===== src/design/sam_pkg.sv =====
package sam_pkg;

   // Address map bounds
   localparam logic [31:0] SAM_CODE_LO     = 32'h0000_0000;
   localparam logic [31:0] SAM_CODE_HI     = 32'h1fff_ffff;
   localparam logic [31:0] SAM_VEC_HI      = 32'h0000_0003;
   localparam logic [31:0] SAM_XF_LO       = 32'h0800_0000;
   localparam logic [31:0] SAM_XF_HI       = 32'h0fff_ffff;
   localparam logic [31:0] SAM_FLASH_LO    = 32'h1000_0000;
   localparam logic [31:0] SAM_FLASH_HI    = 32'h102f_ffff;
   localparam logic [31:0] SAM_INFO_LO     = 32'h1080_0000;
   localparam logic [31:0] SAM_INFO_HI     = 32'h1080_3fff;
   localparam logic [31:0] SAM_SRAM_LO     = 32'h2000_0000;
   localparam logic [31:0] SAM_SRAM_HI     = 32'h200f_ffff;
   localparam logic [31:0] SAM_SBB_LO      = 32'h2200_0000;
   localparam logic [31:0] SAM_SBB_HI      = 32'h23ff_ffff;
   localparam logic [31:0] SAM_APB_LO      = 32'h4000_0000;
   localparam logic [31:0] SAM_APB_HI      = 32'h400f_ffff;
   localparam logic [31:0] SAM_PBB_LO      = 32'h4200_0000;
   localparam logic [31:0] SAM_PBB_HI      = 32'h43ff_ffff;
   localparam logic [31:0] SAM_DDR_LO      = 32'h6000_0000;
   localparam logic [31:0] SAM_DDR_HI      = 32'h7fff_ffff;
   localparam logic [31:0] SAM_XR_LO       = 32'h8000_0000;
   localparam logic [31:0] SAM_XR_HI       = 32'h9fff_ffff;
   localparam logic [31:0] SAM_EXTDEV_LO   = 32'ha000_0000;
   localparam logic [31:0] SAM_EXTDEV_HI   = 32'hdfff_ffff;
   localparam logic [31:0] SAM_PPB_LO      = 32'he000_0000;
   localparam logic [31:0] SAM_PPB_HI      = 32'he00f_ffff;
   localparam logic [31:0] SAM_VEND_LO     = 32'he010_0000;

   // Alias field positions: word index picks bit, byte offset picks byte
   localparam int SAM_BB_BIT_LSB  = 2;
   localparam int SAM_BB_BIT_MSB  = 4;
   localparam int SAM_BB_BYTE_LSB = 5;
   localparam int SAM_BB_BYTE_MSB = 24;
   localparam logic [31:0] SAM_WORD_MASK = 32'hffff_fffc;
   localparam logic [1:0]  SAM_ALIGN_ZERO = 2'h0;

   // Reset vector entry: points into flash (thumb bit set)
   localparam logic [31:0] SAM_RESET_VEC = 32'h1000_0001;

   // Transfer sizes
   typedef enum logic [1:0] {
      SAM_SZ_BYTE = 2'h0,
      SAM_SZ_HALF = 2'h1,
      SAM_SZ_WORD = 2'h2
   } sam_size_t;

   // Requesting master
   typedef enum logic [1:0] {
      SAM_M_ICODE,
      SAM_M_DCODE,
      SAM_M_SYS,
      SAM_M_OTHER
   } sam_master_t;

   // Target selected by the decoder
   typedef enum logic [3:0] {
      SAM_T_NONE,
      SAM_T_VEC,
      SAM_T_FLASH,
      SAM_T_INFO,
      SAM_T_XF,
      SAM_T_SRAM,
      SAM_T_APB,
      SAM_T_DDR,
      SAM_T_XR,
      SAM_T_PPB
   } sam_target_t;

   // Incoming access
   typedef struct packed {
      logic [31:0] addr;
      logic        write;
      sam_size_t   size;
      sam_master_t master;
      logic        priv;
      logic [31:0] wdata;
   } sam_req_t;

   // Access forwarded to one target
   typedef struct packed {
      sam_target_t target;
      logic [31:0] addr;
      logic        write;
      sam_size_t   size;
      logic [31:0] wdata;
      logic [31:0] wmask;
   } sam_fwd_t;

   // Answer to the master
   typedef struct packed {
      logic        error;
      logic [31:0] rdata;
   } sam_rsp_t;

endpackage


===== src/design/sam_decoder.sv =====
`timescale 1ns/10ps
// Overview of operation
// - Addresses 0 to 0x1fffffff form the code region for fetch and data.
// - Code-region data uses the data-code master, fetches the fetch master.
// - Internal flash answers fetches and data at 0x10000000..0x102fffff.
// - Address zero returns a vector entry redirecting into flash.
// - Information block up to 0x10803fff is read-only; writes fault.
// - Serial flash window, when enabled, read-only 0x08000000..0x0fffffff.
// - Serial RAM window, when enabled, ends at 0x9fffffff.
// - DDR memory window, when enabled, 0x60000000..0x7fffffff.
// - System SRAM answers at 0x20000000..0x200fffff.
// - SRAM fetches go over the system master, bypassing any cache.
// - Core SRAM alias words read or set or clear one SRAM bit.
// - Alias writes are read-modify-write; non-core alias access faults.
// - Core peripheral alias 0x42000000..0x43ffffff reaches bits of peripherals.
// - Non-core access to peripheral alias gets a bus error.
// - 0x40000000..0x400fffff forwards through the peripheral bridge.
// - Bridged region accepts only aligned word transfers; others fault.
// - 0xa0000000..0xdfffffff is unimplemented.
// - Core-private region accepts only the core, refusing other masters.
// - Core-private region needs privileged mode.
// - 0xe0100000 upward is unimplemented.
module sam_decoder
   import sam_pkg::*;
(
   input  wire logic        clk_in,
   input  wire logic        rst_n_in,
   input  wire logic        req_valid_in,
   input  wire sam_req_t    req_in,
   input  wire logic        xf_en_in,
   input  wire logic        xr_en_in,
   input  wire logic        ddr_en_in,
   input  wire logic        tgt_ready_in,
   input  wire logic [31:0] tgt_rdata_in,
   input  wire logic        tgt_error_in,
   output logic             busy_out,
   output logic             fwd_valid_out,
   output sam_fwd_t         fwd_out,
   output logic             rsp_valid_out,
   output sam_rsp_t         rsp_out
);

   typedef enum logic [2:0] {
      SAM_S_IDLE,
      SAM_S_ACCESS,
      SAM_S_RMW_RD,
      SAM_S_RMW_WR
   } sam_state_t;

   sam_state_t       state;
   sam_state_t       next_state;
   sam_target_t      dec_target;
   logic             dec_alias;
   logic             dec_error;
   sam_req_t         held;
   logic [4:0]       bit_pos;

   // Per-address classification
   sam_region_check u_check
   (
      .req_in     (req_in),
      .xf_en_in   (xf_en_in),
      .xr_en_in   (xr_en_in),
      .ddr_en_in  (ddr_en_in),
      .target_out (dec_target),
      .alias_out  (dec_alias),
      .error_out  (dec_error)
   );

   // Alias translation: byte offset from bits 24:5, bit from bits 4:2
   wire logic [19:0] bb_byte = req_in.addr[SAM_BB_BYTE_MSB:SAM_BB_BYTE_LSB];
   wire logic [2:0]  bb_bit  = req_in.addr[SAM_BB_BIT_MSB:SAM_BB_BIT_LSB];
   wire logic        bb_peri = req_in.addr >= SAM_PBB_LO;
   wire logic [31:0] bb_base = bb_peri ? SAM_APB_LO : SAM_SRAM_LO;
   wire logic [31:0] bb_addr = bb_base | {12'h000, bb_byte};
   wire logic [31:0] bb_word = bb_addr & SAM_WORD_MASK;
   wire logic [4:0]  bb_pos  = {bb_addr[1:0], bb_bit};
   wire sam_target_t bb_tgt  = bb_peri ? SAM_T_APB : SAM_T_SRAM;

   wire logic accept   = req_valid_in && (state == SAM_S_IDLE);
   wire logic tgt_done = tgt_ready_in;
   wire logic [31:0] one_hot = 32'h0000_0001 << bit_pos;
   // Merge of the target word with the alias bit for the write-back
   wire logic [31:0] rmw_data = held.wdata[0] ?
                                (tgt_rdata_in | one_hot) :
                                (tgt_rdata_in & ~one_hot);
   wire logic [31:0] bit_read = {31'h0, tgt_rdata_in[bit_pos]};

   // State sequencing
   always_comb
   begin
      next_state = state;
      case (state)
         SAM_S_IDLE:
            if (accept && !dec_error && dec_target != SAM_T_VEC)
               next_state = dec_alias ? SAM_S_RMW_RD : SAM_S_ACCESS;
         SAM_S_ACCESS:
            if (tgt_done)
               next_state = SAM_S_IDLE;
         SAM_S_RMW_RD:
            if (tgt_done)
               next_state = (held.write && !tgt_error_in) ?
                            SAM_S_RMW_WR : SAM_S_IDLE;
         SAM_S_RMW_WR:
            if (tgt_done)
               next_state = SAM_S_IDLE;
         default:
            next_state = SAM_S_IDLE;
      endcase
   end

   always_ff @(posedge clk_in or negedge rst_n_in)
   begin
      if (!rst_n_in)
         state <= SAM_S_IDLE;
      else
         state <= next_state;
   end

   // Latch the request and alias bit position
   always_ff @(posedge clk_in or negedge rst_n_in)
   begin
      if (!rst_n_in)
      begin
         held    <= '0;
         bit_pos <= 5'h00;
      end
      else if (accept)
      begin
         held    <= req_in;
         bit_pos <= bb_pos;
      end
   end

   // Forward port towards the selected target
   always_ff @(posedge clk_in or negedge rst_n_in)
   begin
      if (!rst_n_in)
      begin
         fwd_valid_out <= 1'b0;
         fwd_out       <= '0;
      end
      else if (accept && !dec_error && dec_target != SAM_T_VEC)
      begin
         fwd_valid_out <= 1'b1;
         if (dec_alias)
         begin
            fwd_out.target <= bb_tgt;
            fwd_out.addr   <= bb_word;
            fwd_out.write  <= 1'b0;
            fwd_out.size   <= SAM_SZ_WORD;
            fwd_out.wdata  <= '0;
            fwd_out.wmask  <= '0;
         end
         else
         begin
            // SRAM fetches go straight to SRAM, no cache path
            fwd_out.target <= dec_target;
            fwd_out.addr   <= req_in.addr;
            fwd_out.write  <= req_in.write;
            fwd_out.size   <= req_in.size;
            fwd_out.wdata  <= req_in.wdata;
            fwd_out.wmask  <= '1;
         end
      end
      else if (state == SAM_S_RMW_RD && tgt_done && held.write &&
               !tgt_error_in)
      begin
         fwd_valid_out  <= 1'b1;
         fwd_out.write  <= 1'b1;
         fwd_out.wdata  <= rmw_data;
         fwd_out.wmask  <= one_hot;
      end
      else if (tgt_done)
         fwd_valid_out <= 1'b0;
   end

   // Answer to the master
   always_ff @(posedge clk_in or negedge rst_n_in)
   begin
      if (!rst_n_in)
      begin
         rsp_valid_out <= 1'b0;
         rsp_out       <= '0;
      end
      else if (accept && (dec_error || dec_target == SAM_T_VEC))
      begin
         rsp_valid_out <= 1'b1;
         rsp_out.error <= dec_error;
         rsp_out.rdata <= dec_error ? 32'h0000_0000 :
                          SAM_RESET_VEC;
      end
      else if (state == SAM_S_ACCESS && tgt_done)
      begin
         rsp_valid_out <= 1'b1;
         rsp_out.error <= tgt_error_in;
         rsp_out.rdata <= tgt_rdata_in;
      end
      else if (state == SAM_S_RMW_RD && tgt_done &&
               (!held.write || tgt_error_in))
      begin
         rsp_valid_out <= 1'b1;
         rsp_out.error <= tgt_error_in;
         rsp_out.rdata <= bit_read;
      end
      else if (state == SAM_S_RMW_WR && tgt_done)
      begin
         rsp_valid_out <= 1'b1;
         rsp_out.error <= tgt_error_in;
         rsp_out.rdata <= 32'h0000_0000;
      end
      else
         rsp_valid_out <= 1'b0;
   end

   // Busy while a forwarded access is outstanding
   always_ff @(posedge clk_in or negedge rst_n_in)
   begin
      if (!rst_n_in)
         busy_out <= 1'b0;
      else
         busy_out <= next_state != SAM_S_IDLE;
   end

   // Assertions
   a_err_one_cycle: assert property (
      @(posedge clk_in) disable iff (!rst_n_in)
      accept && dec_error |=> rsp_valid_out && rsp_out.error)
      else $error("fault not answered next cycle");
   a_ppb_other_err: assert property (
      @(posedge clk_in) disable iff (!rst_n_in)
      accept && dec_target == SAM_T_PPB && req_in.master == SAM_M_OTHER
      |=> rsp_out.error && !fwd_valid_out)
      else $error("non-core reached private region");
   a_ppb_user_err: assert property (
      @(posedge clk_in) disable iff (!rst_n_in)
      accept && dec_target == SAM_T_PPB && !req_in.priv
      |=> rsp_out.error)
      else $error("user mode reached private region");
   a_apb_byte_err: assert property (
      @(posedge clk_in) disable iff (!rst_n_in)
      accept && dec_target == SAM_T_APB && req_in.size != SAM_SZ_WORD
      |=> rsp_valid_out && rsp_out.error)
      else $error("narrow bridge access not faulted");
   a_alias_noncore: assert property (
      @(posedge clk_in) disable iff (!rst_n_in)
      accept && req_in.master == SAM_M_OTHER &&
      req_in.addr >= SAM_SBB_LO && req_in.addr <= SAM_SBB_HI
      |=> rsp_out.error && !fwd_valid_out)
      else $error("non-core alias not faulted");
   a_vec_redirect: assert property (
      @(posedge clk_in) disable iff (!rst_n_in)
      accept && req_in.addr == SAM_CODE_LO && !req_in.write &&
      req_in.master != SAM_M_SYS
      |=> rsp_valid_out && rsp_out.rdata == SAM_RESET_VEC)
      else $error("reset vector wrong");
   a_info_ro: assert property (
      @(posedge clk_in) disable iff (!rst_n_in)
      accept && dec_target == SAM_T_INFO && req_in.write
      |=> rsp_out.error)
      else $error("info block write accepted");
   a_sram_fwd: assert property (
      @(posedge clk_in) disable iff (!rst_n_in)
      accept && !dec_error && dec_target == SAM_T_SRAM && !dec_alias
      |=> fwd_valid_out && fwd_out.target == SAM_T_SRAM &&
      fwd_out.addr == $past(req_in.addr))
      else $error("sram access misrouted");
   a_extdev_err: assert property (
      @(posedge clk_in) disable iff (!rst_n_in)
      accept && req_in.addr >= SAM_EXTDEV_LO &&
      req_in.addr <= SAM_EXTDEV_HI |=> rsp_out.error)
      else $error("external device space answered");
   a_vendor_err: assert property (
      @(posedge clk_in) disable iff (!rst_n_in)
      accept && req_in.addr >= SAM_VEND_LO |=> rsp_out.error)
      else $error("vendor space answered");
   a_xf_disabled: assert property (
      @(posedge clk_in) disable iff (!rst_n_in)
      accept && !xf_en_in && req_in.addr >= SAM_XF_LO &&
      req_in.addr <= SAM_XF_HI |=> rsp_out.error)
      else $error("disabled flash window answered");
   a_rmw_write: assert property (
      @(posedge clk_in) disable iff (!rst_n_in)
      state == SAM_S_RMW_RD && tgt_done && held.write && !tgt_error_in
      |=> fwd_valid_out && fwd_out.write && $onehot(fwd_out.wmask))
      else $error("alias write not merged");
   a_code_sys_err: assert property (
      @(posedge clk_in) disable iff (!rst_n_in)
      accept && req_in.addr <= SAM_CODE_HI && req_in.master == SAM_M_SYS
      |=> rsp_valid_out && rsp_out.error && !fwd_valid_out)
      else $error("system master reached code region");
   a_flash_fwd: assert property (
      @(posedge clk_in) disable iff (!rst_n_in)
      accept && req_in.addr >= SAM_FLASH_LO && req_in.addr <= SAM_FLASH_HI
      && !req_in.write && req_in.master != SAM_M_SYS
      |=> fwd_valid_out && fwd_out.target == SAM_T_FLASH)
      else $error("flash read not forwarded");
   a_pbb_noncore: assert property (
      @(posedge clk_in) disable iff (!rst_n_in)
      accept && req_in.master == SAM_M_OTHER &&
      req_in.addr >= SAM_PBB_LO && req_in.addr <= SAM_PBB_HI
      |=> rsp_out.error && !fwd_valid_out)
      else $error("non-core peripheral alias not faulted");
   a_sram_fetch: assert property (
      @(posedge clk_in) disable iff (!rst_n_in)
      accept && dec_target == SAM_T_SRAM && req_in.master == SAM_M_ICODE
      |=> rsp_out.error && !fwd_valid_out)
      else $error("sram fetch on code master");
   a_ddr_disabled: assert property (
      @(posedge clk_in) disable iff (!rst_n_in)
      accept && !ddr_en_in && req_in.addr >= SAM_DDR_LO &&
      req_in.addr <= SAM_DDR_HI |=> rsp_out.error)
      else $error("disabled ddr window answered");
   a_xr_disabled: assert property (
      @(posedge clk_in) disable iff (!rst_n_in)
      accept && !xr_en_in && req_in.addr >= SAM_XR_LO &&
      req_in.addr <= SAM_XR_HI |=> rsp_out.error)
      else $error("disabled ram window answered");

endmodule


===== src/design/sam_region_check.sv =====
`timescale 1ns/10ps
// Classifies one address into a target and an error flag
module sam_region_check
   import sam_pkg::*;
(
   input  wire sam_req_t    req_in,
   input  wire logic        xf_en_in,
   input  wire logic        xr_en_in,
   input  wire logic        ddr_en_in,
   output sam_target_t      target_out,
   output logic             alias_out,
   output logic             error_out
);

   function automatic logic in_rng(input logic [31:0] a,
                                   input logic [31:0] lo,
                                   input logic [31:0] hi);
      in_rng = (a >= lo) && (a <= hi);
   endfunction

   wire logic [31:0] a        = req_in.addr;
   wire logic        is_core  = req_in.master != SAM_M_OTHER;
   wire logic        is_fetch = req_in.master == SAM_M_ICODE;
   wire logic        is_code  = in_rng(a, SAM_CODE_LO, SAM_CODE_HI);
   wire logic        is_alias = in_rng(a, SAM_SBB_LO, SAM_SBB_HI) ||
                                in_rng(a, SAM_PBB_LO, SAM_PBB_HI);
   wire logic        bad_word = (req_in.size != SAM_SZ_WORD) ||
                                (a[1:0] != SAM_ALIGN_ZERO);
   sam_target_t      t;

   // Region decode, first match wins
   always_comb
   begin
      t = SAM_T_NONE;
      if (in_rng(a, SAM_CODE_LO, SAM_VEC_HI))
         t = SAM_T_VEC;
      else if (xf_en_in && in_rng(a, SAM_XF_LO, SAM_XF_HI))
         t = SAM_T_XF;
      else if (in_rng(a, SAM_FLASH_LO, SAM_FLASH_HI))
         t = SAM_T_FLASH;
      else if (in_rng(a, SAM_INFO_LO, SAM_INFO_HI))
         t = SAM_T_INFO;
      else if (in_rng(a, SAM_SRAM_LO, SAM_SRAM_HI))
         t = SAM_T_SRAM;
      else if (in_rng(a, SAM_APB_LO, SAM_APB_HI))
         t = SAM_T_APB;
      else if (ddr_en_in && in_rng(a, SAM_DDR_LO, SAM_DDR_HI))
         t = SAM_T_DDR;
      else if (xr_en_in && in_rng(a, SAM_XR_LO, SAM_XR_HI))
         t = SAM_T_XR;
      else if (in_rng(a, SAM_PPB_LO, SAM_PPB_HI))
         t = SAM_T_PPB;
   end

   // Code region travels on code masters, rest on system master
   wire logic bus_bad = is_code ? (req_in.master == SAM_M_SYS)
                        : (req_in.master == SAM_M_ICODE ||
                           req_in.master == SAM_M_DCODE);
   // Read-only targets refuse writes
   wire logic ro_bad  = req_in.write && (t == SAM_T_INFO ||
                        t == SAM_T_XF || t == SAM_T_VEC ||
                        t == SAM_T_FLASH);
   // Fetch only from code outside the info block, SRAM or external memories
   wire logic fx_bad  = is_fetch && (t == SAM_T_APB ||
                        t == SAM_T_PPB || t == SAM_T_INFO);
   wire logic apb_bad = (t == SAM_T_APB) && bad_word;
   wire logic ppb_bad = (t == SAM_T_PPB) &&
                        (!is_core || !req_in.priv);
   wire logic al_ok   = is_alias && is_core && !is_fetch &&
                        !bad_word;

   assign alias_out  = al_ok;
   assign target_out = t;
   // Unmapped, disabled, vendor and external-device space all fault
   assign error_out  = is_alias ? !al_ok
                       : ((t == SAM_T_NONE) || bus_bad || ro_bad ||
                          fx_bad || apb_bad || ppb_bad);

endmodule

===== config.mk =====
export PLATFORM = sky130hd
export DESIGN_NAME = sam_decoder
export DESIGN_NICKNAME = d
export VERILOG_FILES = /design/src/design/sam_pkg.sv /design/src/design/sam_decoder.sv /design/src/design/sam_region_check.sv
export SDC_FILE = /design/constraint.sdc
export NUM_CORES = 1
export LEC_CHECK = 0
export BUFFER_PORTS_ARGS = -buffer_cell sky130_fd_sc_hd__buf_4
export CAP_MARGIN = 40
export CORE_ASPECT_RATIO = 2
export CORE_UTILIZATION = 40
export CTS_CLUSTER_DIAMETER = 120
export CTS_CLUSTER_SIZE = 20
export DETAILED_ROUTE_END_ITERATION = 10
export GPL_TIMING_DRIVEN = 0
export HOLD_SLACK_MARGIN = 0.1
export PLACE_DENSITY = 0.68
export SYNTH_ARGS = -nofsm -noshare
export SYNTH_HDL_FRONTEND = slang
export SYNTH_SLANG_ARGS = --single-unit

===== constraint.sdc =====
create_clock -name clk_in -period 3.1 [get_ports clk_in]
set_input_delay 0.31 -clock clk_in [delete_from_list [all_inputs] [get_ports clk_in]]
set_output_delay 0.31 -clock clk_in [all_outputs]
set_load 0.01 [all_outputs]

==> impl_results.rst, run 1 <==
.. list-table::
   :header-rows: 1

   * - Metric
     - Value
   * - Run status
     - completed
   * - Netlist area before placement
     - 0.00788 mm2
   * - Global-route wire length before repair
     - 47,600 um
   * - Most used DFF post-synth
     - sky130_fd_sc_hd__dfrtp_1
   * - Worst setup path end
     - fwd_out[22]
   * - DRC violation total after the first TritonRoute iteration
     - 446
   * - Slew at the pin closest to its max-slew limit
     - ~0.92 ns
   * - Number of antenna violations at the first check in global routing
     - 0
   * - Clock Latency Late Sink
     - 0.43 ns
   * - Endpoint of the most critical register-to-register path
     - fwd_out[89]
   * - Critical-path maximum fanout
     - 10
   * - Setup-violating endpoint count in the final report
     - 0
   * - Worst path slowest cell
     - sky130_fd_sc_hd__nor4b_1
   * - End-of-flow core utilization
     - 0.573
   * - Root Buffer Master
     - sky130_fd_sc_hd__clkbuf_16
   * - Sequential element share of the synthesized area
     - 0.473
   * - Timing startpoint of the critical path
     - req_in[38]
   * - Met1 wire length
     - 10,500 um
   * - Critical register-to-register path startpoint
     - state[1]
   * - Final Wtd Congestion
     - ~0.9
   * - Cell Area, Placed
     - 0.0101 mm2
   * - Maximum clock rate
     - 0.349 GHz
   * - Total Routed Length
     - roughly 31,000 um
   * - Number of synthesized flops with an enable pin
     - 0
   * - Port buffer count
     - 245
   * - Rel. slew slack
     - 0.386
   * - Synth Instances
     - 904
   * - Highest Signal Layer
     - met4
   * - DR vias/cell
     - 5.74
   * - Total area of sequential cells
     - 0.00373 mm2
   * - Post-layout min period
     - between 2 and 3 ns
   * - TritonCTS Sinks
     - 149
   * - Largest net degree at the start of global routing
     - 79
   * - Die Ht
     - 201 um
   * - Global Route Usage Sum
     - 0.317
   * - Total negative slack for setup checks
     - 0 ns
   * - Type of the setup path with the least slack
     - in -> reg
   * - Horizontal extent of the die
     - 101 um
   * - Count of unique library cells instantiated by Yosys
     - 58
   * - Worst min path class
     - in -> reg
   * - Cts bufs inserted
     - 17
   * - Number of cells on the worst reg-to-reg path
     - 7
   * - Buffers inserted during post-CTS setup optimization
     - 0
   * - Met3 routed wirelength
     - roughly 1700 um
   * - Clock transition at the registers of the reported paths
     - 0.06 ns
   * - Bufs on Longest Clock Path
     - 2
   * - Area of combinational cells with multiple inputs
     - 0.00369 mm2
   * - Total instance count after detailed placement
     - 1,409
   * - Unrepaired setup endpoints after global routing
     - no
   * - Antenna fix cells
     - 0
   * - Most common library cell in the layout ignoring fill and taps
     - sky130_fd_sc_hd__buf_4
   * - Top library cells by usage in the layout, fill and taps aside
     - sky130_fd_sc_hd__buf_4 (250), sky130_fd_sc_hd__dfrtp_1 (149), sky130_fd_sc_hd__a21oi_1 (118)
   * - Pleak
     - 0.00483 uW
   * - Worst endpoint required time
     - 3.40 ns
   * - Total count of hold-check failures in the final report
     - 0
   * - Cell area after layout
     - around 0.011 mm2
   * - Post-DP HPWL
     - between 20,000 and 25,000 um
   * - Die Outline Area
     - 0.0203 mm2
   * - Number of detailed-route iterations in the first pass
     - 5
   * - Initial core utilization
     - 0.409
   * - Placeable Area
     - 0.0193 mm2
   * - Post-route insts no fill
     - 1,473
   * - Power density normalized to cell area
     - 616 mW/mm2
   * - Global-route congestion overflow total
     - 0
   * - Worst hold path stage count
     - 3
   * - Remaining antenna violation count
     - 0
   * - Area overhead of the layout relative to synthesis
     - 40.1%
   * - Ports
     - between 200 and 250
   * - # nets final
     - 1,312
   * - TritonCTS clock tree
     - done
   * - Syn nets
     - between 1k and 1.5k
   * - Detailed-routed wire length on met2
     - 16,400 um
   * - Pins over their slew limit
     - 0
   * - Vias in the first global route
     - 8,705
   * - Cells along the critical path
     - dlygate4sd3_1, buf_4, nor4b_1, nand2_1, nor2_1, and3_1, buf_4, clkbuf_1, o21ai_1
   * - Final period util
     - 0.925
   * - Reg2reg setup slack
     - 0.35 ns
   * - Share of flip-flops with an asynchronous set or reset
     - 1.00
   * - Via count of the routed design
     - 8,448
   * - #FFs+latches synth
     - 149
   * - Maximum clock skew at final layout
     - 0.00771 ns
   * - H-tree levels
     - 4
   * - Maximum capacitance violations
     - 0
   * - Post-route DRC violation count
     - 0
   * - Delay of the slowest cell on the worst path
     - 0.62 ns
   * - Post-Syn Area per Cell
     - 8.72 um2
   * - Number of inserted filler cells in the final layout
     - about 1.8k
   * - Total number of placement rows
     - 72
   * - Crit path launch type
     - input port
   * - Layout cell share with drive strength beyond 1
     - 0.260
   * - CP Data Arrival Time
     - 3.16 ns
   * - Count of synthesis-stage warnings from yosys
     - 0
   * - Average wire per cell in the routed design
     - 21.2 um
   * - Critical path endpoint category
     - register
   * - Most used cell along the critical path
     - sky130_fd_sc_hd__buf_4
   * - IR drop worst, VDD
     - 0.000397 V
-- how the worst min path moves through the flow --
stage,end,startpoint
floorplan,bit_pos[0],rst_n_in
global route,fwd_out[37],req_in[5]
global placement,held[37],held[37]
CTS,fwd_out[37],req_in[5]
detailed placement,fwd_out[16],rst_n_in
finish,fwd_out[62],req_in[30]
-- cell type report --
type	instances	share of cell area
sequential	149	0.338
multi-input combinational	643	0.335
timing repair buffer	279	0.199
clock buffer	22	0.0411
buffer	93	0.0358
tap	259	0.0293
clock inverter	9	0.0160
inverter	19	0.00646
-- synth_stat cells (all sizes together) (5+ instances only) --
| cell type | count | area [um2] |
|---|---|---|
| nor3 | 34 | 170 |
| nand2b | 11 | 68.8 |
| nor2 | 48 | 196 |
| mux2 | 8 | 90.1 |
| o21ai | 95 | 475 |
| a32oi | 31 | 272 |
| nor4 | 9 | 68.8 |
| o22ai | 20 | 125 |
| o31ai | 32 | 240 |
| dfrtp | 149 | 3730 |
| mux4 | 10 | 225 |
| inv | 19 | 71.3 |
| clkbuf | 71 | 267 |
| a21oi | 118 | 591 |
| nand4 | 5 | 31.3 |
| nand3 | 47 | 235 |
| buf | 22 | 129 |
| nand2 | 116 | 435 |
-- stage by stage --
step | power, uW | hold WS [ns] | setup WS (ns)
floorplan | 3400 | 0.0144 | 0.587
global placement | 4470 | 0.465 | -0.0225
detailed placement | 4510 | 0.408 | -0.0538
CTS | 6820 | 0.100 | 0.217
global route | 7080 | 0.105 | 0.0835
finish | 6800 | 0.110 | 0.234
-- timing repair --
item	4_1_cts	5_1_grt
hold buffers	33	0
endpoints found under the hold margin	109	0
gates resized for setup	0	0
-- routing by layer --
| layer | vias to the layer above | GRT usage |
|---|---|---|
| met3 | 139 | 0.0602 |
| met4 | 0 | 0.259 |
| met2 | 374 | 0.554 |
| met1 | 4056 | 0.316 |
| met5 | - | 0 |
| li1 | 3879 | - |
-- registers in the layout, indices dropped and copies added, names as in the netlist --
register / count
held: 2
fwd_valid_out: 1
rsp_out: 33
state: 3
fwd_out: 103
bit_pos: 5
busy_out: 1
rsp_valid_out: 1
-- kinds of logic after synthesis --
logic type,after synthesis,synth area share
DFF,149,0.473
and+or+nand+nor,301,0.183
buffers and inverters,112,0.0592
other,1,0.000476
AOI/OAI and AO/OA,317,0.237
xor gates and xnor gates,2,0.00222
muxes,22,0.0451
-- power breakdown --
group          switching, uW  total (uW)  internal, uW
Clock                    828        2270          1440
Combinational            967        1890           925
Sequential               281        2630          2350
-- worst max-delay path: cells and delay by family --
kind | cells | cell delay [ns]
AOI/OAI and AO/OA | 1 | 0.13
buffers and inverters | 4 | 1.27
and+or+nand+nor | 4 | 1.44
Note: power is estimated with default switching activity, not from simulation.
==> inputs of run 2 (changes only) <==
--- a/config.mk
+++ b/config.mk
@@ -8,13 +8,13 @@
 export BUFFER_PORTS_ARGS = -buffer_cell sky130_fd_sc_hd__buf_4
 export CAP_MARGIN = 40
 export CORE_ASPECT_RATIO = 2
-export CORE_UTILIZATION = 40
+export CORE_UTILIZATION = 52
 export CTS_CLUSTER_DIAMETER = 120
 export CTS_CLUSTER_SIZE = 20
 export DETAILED_ROUTE_END_ITERATION = 10
 export GPL_TIMING_DRIVEN = 0
 export HOLD_SLACK_MARGIN = 0.1
-export PLACE_DENSITY = 0.68
+export PLACE_DENSITY = 0.84
 export SYNTH_ARGS = -nofsm -noshare
 export SYNTH_HDL_FRONTEND = slang
 export SYNTH_SLANG_ARGS = --single-unit
==> impl_results.rst, run 2 (synthesis results as in run 1) <==
.. list-table::
   :header-rows: 1

   * - Metric
     - Value
   * - Worst path slowest cell
     - sky130_fd_sc_hd__dlygate4sd3_1
   * - Register ranked first by flip-flop count
     - fwd_out
   * - Slew at the pin closest to its max-slew limit
     - 0.838 ns (-0.0804 ns)
   * - Vias in the first global route
     - 8,960 (+2.9%)
   * - Total area of sequential cells
     - 0.00373 mm2 (unchanged)
   * - Total Routed Length
     - 30,400 um (-2.7%)
   * - Critical-path maximum fanout
     - 10 (unchanged)
   * - Pins over their slew limit
     - 0 (unchanged)
   * - Placeable Area
     - 0.0148 mm2 (-23%)
   * - Layout cell share with drive strength beyond 1
     - 0.267 (+0.00709)
   * - Area overhead of the layout relative to synthesis
     - 38.3%
   * - Number of inserted filler cells in the final layout
     - 1,129 (-38%)
   * - Final period util
     - 0.968 (+0.0437)
   * - Most common library cell in the layout ignoring fill and taps
     - sky130_fd_sc_hd__buf_4
   * - Ports
     - 249 (unchanged)
   * - Post-layout min period
     - 3.00 ns (+0.135 ns)
   * - Post-Place Worst Slack
     - 0.0385 ns (+0.0922 ns)
   * - Total negative slack for setup checks
     - 0 ns (unchanged)
   * - Die Ht
     - 176 um (-12%)
   * - Run status
     - completed
   * - Cell Area, Placed
     - 0.0100 mm2 (-0.79%)
   * - Power density normalized to cell area
     - 621 mW/mm2 (+0.81%)
   * - Worst min path class
     - in -> reg
   * - DRC violation total after the first TritonRoute iteration
     - 857 (+92%)
   * - Setup-violating endpoint count in the final report
     - 0 (unchanged)
   * - Unrepaired setup endpoints after global routing
     - no
   * - CP Data Arrival Time
     - 3.32 ns (+0.16 ns)
   * - Delay of the slowest cell on the worst path
     - 0.54 ns (-0.08 ns)
   * - Port buffer count
     - 245 (unchanged)
   * - Critical path endpoint category
     - register
   * - Top library cells by usage in the layout, fill and taps aside
     - sky130_fd_sc_hd__buf_4 (250), sky130_fd_sc_hd__dfrtp_1 (149), sky130_fd_sc_hd__a21oi_1 (118)
   * - Flip-flop count of the largest register after layout
     - 103 (unchanged)
   * - Horizontal extent of the die
     - 89.1 um (-12%)
   * - TritonCTS clock tree
     - done
   * - Worst endpoint required time
     - 3.42 ns (+0.02 ns)
   * - Clock Latency Late Sink
     - 0.43 ns (about the same)
   * - Type of the setup path with the least slack
     - in -> reg
   * - Average wire per cell in the routed design
     - 21.7 um (+2.1%)
   * - Clock transition at the registers of the reported paths
     - 0.07 ns (about the same)
   * - Initial core utilization
     - 0.532 (+0.123)
   * - Final Wtd Congestion
     - 0.975 (+6.1%)
   * - Via count of the routed design
     - 8,846 (+4.7%)
   * - Biggest regs
     - fwd_out x103, rsp_out x33, bit_pos x5
   * - Number of detailed-route iterations in the first pass
     - 6 (+1)
   * - Antenna fix cells
     - 0 (unchanged)
   * - Total count of hold-check failures in the final report
     - 0 (unchanged)
   * - Total number of placement rows
     - 63 (-13%)
   * - # nets final
     - 1,305 (-0.53%)
   * - Largest net degree at the start of global routing
     - 90 (+14%)
   * - H-tree levels
     - 4 (unchanged)
   * - Maximum clock rate
     - 0.333 GHz (-4.5%)
   * - TritonCTS Sinks
     - 149 (unchanged)
   * - Post-DP HPWL
     - 22,100 um (-7.3%)
   * - Maximum capacitance violations
     - 0 (unchanged)
   * - Setup WS post-layout
     - 0.0986 ns (-0.135 ns)
   * - Global-route wire length before repair
     - 46,600 um (-2.1%)
   * - IR drop worst, VDD
     - 0.000398 V (+0.37%)
   * - Remaining antenna violation count
     - 0 (unchanged)
   * - Post-route DRC violation count
     - 0 (unchanged)
   * - Cells along the critical path
     - dlygate4sd3_1, buf_4, nor4_1, nand2_1, or4_1, clkbuf_1, nand4_1, nand3_1, clkbuf_2, nand3_1, nand2_1
   * - Crit path launch type
     - input port
   * - Pleak
     - 0.00480 uW (-0.46%)
   * - Number of antenna violations at the first check in global routing
     - 0 (unchanged)
   * - Cell area after layout
     - 0.0109 mm2 (-1.3%)
   * - Die Outline Area
     - 0.0157 mm2 (-23%)
   * - Maximum clock skew at final layout
     - 0.00909 ns (+0.00138 ns)
   * - Area of combinational cells with multiple inputs
     - 0.00370 mm2 (+0.17%)
   * - Global-route congestion overflow total
     - 0 (unchanged)
   * - Cts bufs inserted
     - 17 (unchanged)
   * - Rel. slew slack
     - 0.440 (+0.0537)
   * - Bufs on Longest Clock Path
     - 2 (unchanged)
   * - DR vias/cell
     - 6.31 (+9.9%)
   * - Global Route Usage Sum
     - 0.403 (+0.0863)
   * - Root Buffer Master
     - sky130_fd_sc_hd__clkbuf_16
   * - Buffers inserted during post-CTS setup optimization
     - 0 (unchanged)
==> run 2: cell types whose count changed in the layout (fill, tap and decap cells not counted), moves of 2 or more <==
cell                            before  now
sky130_fd_sc_hd__dlygate4sd3_1      33   26
sky130_fd_sc_hd__clkbuf_1           75   70
sky130_fd_sc_hd__clkinv_4            1    4
sky130_fd_sc_hd__inv_6               0    3
sky130_fd_sc_hd__inv_8               0    3
sky130_fd_sc_hd__bufinv_16           5    3
sky130_fd_sc_hd__clkinv_2            2    0
==> run 2: cell type report <==
type,count,area share
Clock buffer,18,0.0403
Sequential cell,149,0.342
Clock inverter,14,0.0177
Tap cell,195,0.0224
Timing Repair Buffer,272,0.195
Multi-Input combinational cell,643,0.339
Buffer,93,0.0364
Inverter,19,0.00654
==> run 2: routing by layer <==
metal / vias to the layer above / wire length, um / GRT usage
met5: - / 0 / 0
met4: 0 / 2920 / 0.349
met3: 195 / 2570 / 0.102
met2: 599 / 15400 / 0.666
met1: 4182 / 9540 / 0.410
li1: 3870 / - / -
==> run 2: critical path: cells and delay by family <==
kind | cells | cell delay (ns)
AND/OR/NAND/NOR | 7 | 1.68
buffers and inverters | 4 | 1.31
==> run 2: per-stage QoR <==
step | hold slack [ns] | power, uW | utilization | std cells
after floorplan | 0.0144 | 3400 | - | 904
after global placement | 0.469 | 4420 | 0.673 | 1344
after detailed placement | 0.329 | 4490 | 0.675 | 1345
after CTS | 0.104 | 6730 | 0.735 | 1403
after global routing | 0.112 | 7010 | 0.736 | 1403
final | 0.105 | 6770 | 0.736 | 1403
==> run 2: final timing paths <==
kind	from	end	slack, ns	cells past startpoint
min in group asynchronous	rst_n_in	rsp_out[26]	0.44	2
worst max register to register	state[1]	fwd_out[90]	0.36	7
max in group asynchronous	rst_n_in	fwd_out[47]	1.79	3
worst max-delay path	req_in[42]	fwd_out[90]	0.1	11
worst min register to register	held[37]	held[37]	0.49	2
worst min-delay path	req_in[4]	fwd_out[36]	0.10	3
==> run 2: report_power, final <==
group / internal (uW) / total [uW] / switching [uW]
clock network: 1320 / 2230 / 916
logic: 919 / 1890 / 974
registers: 2350 / 2640 / 288
==> run 2: what timing repair did <==
item | 4_1_cts | 5_1_grt
setup endpoints to repair | 0 | 20
resized for setup | 0 | 3
hold endpoints to repair | 85 | 0
hold buffers | 26 | 0
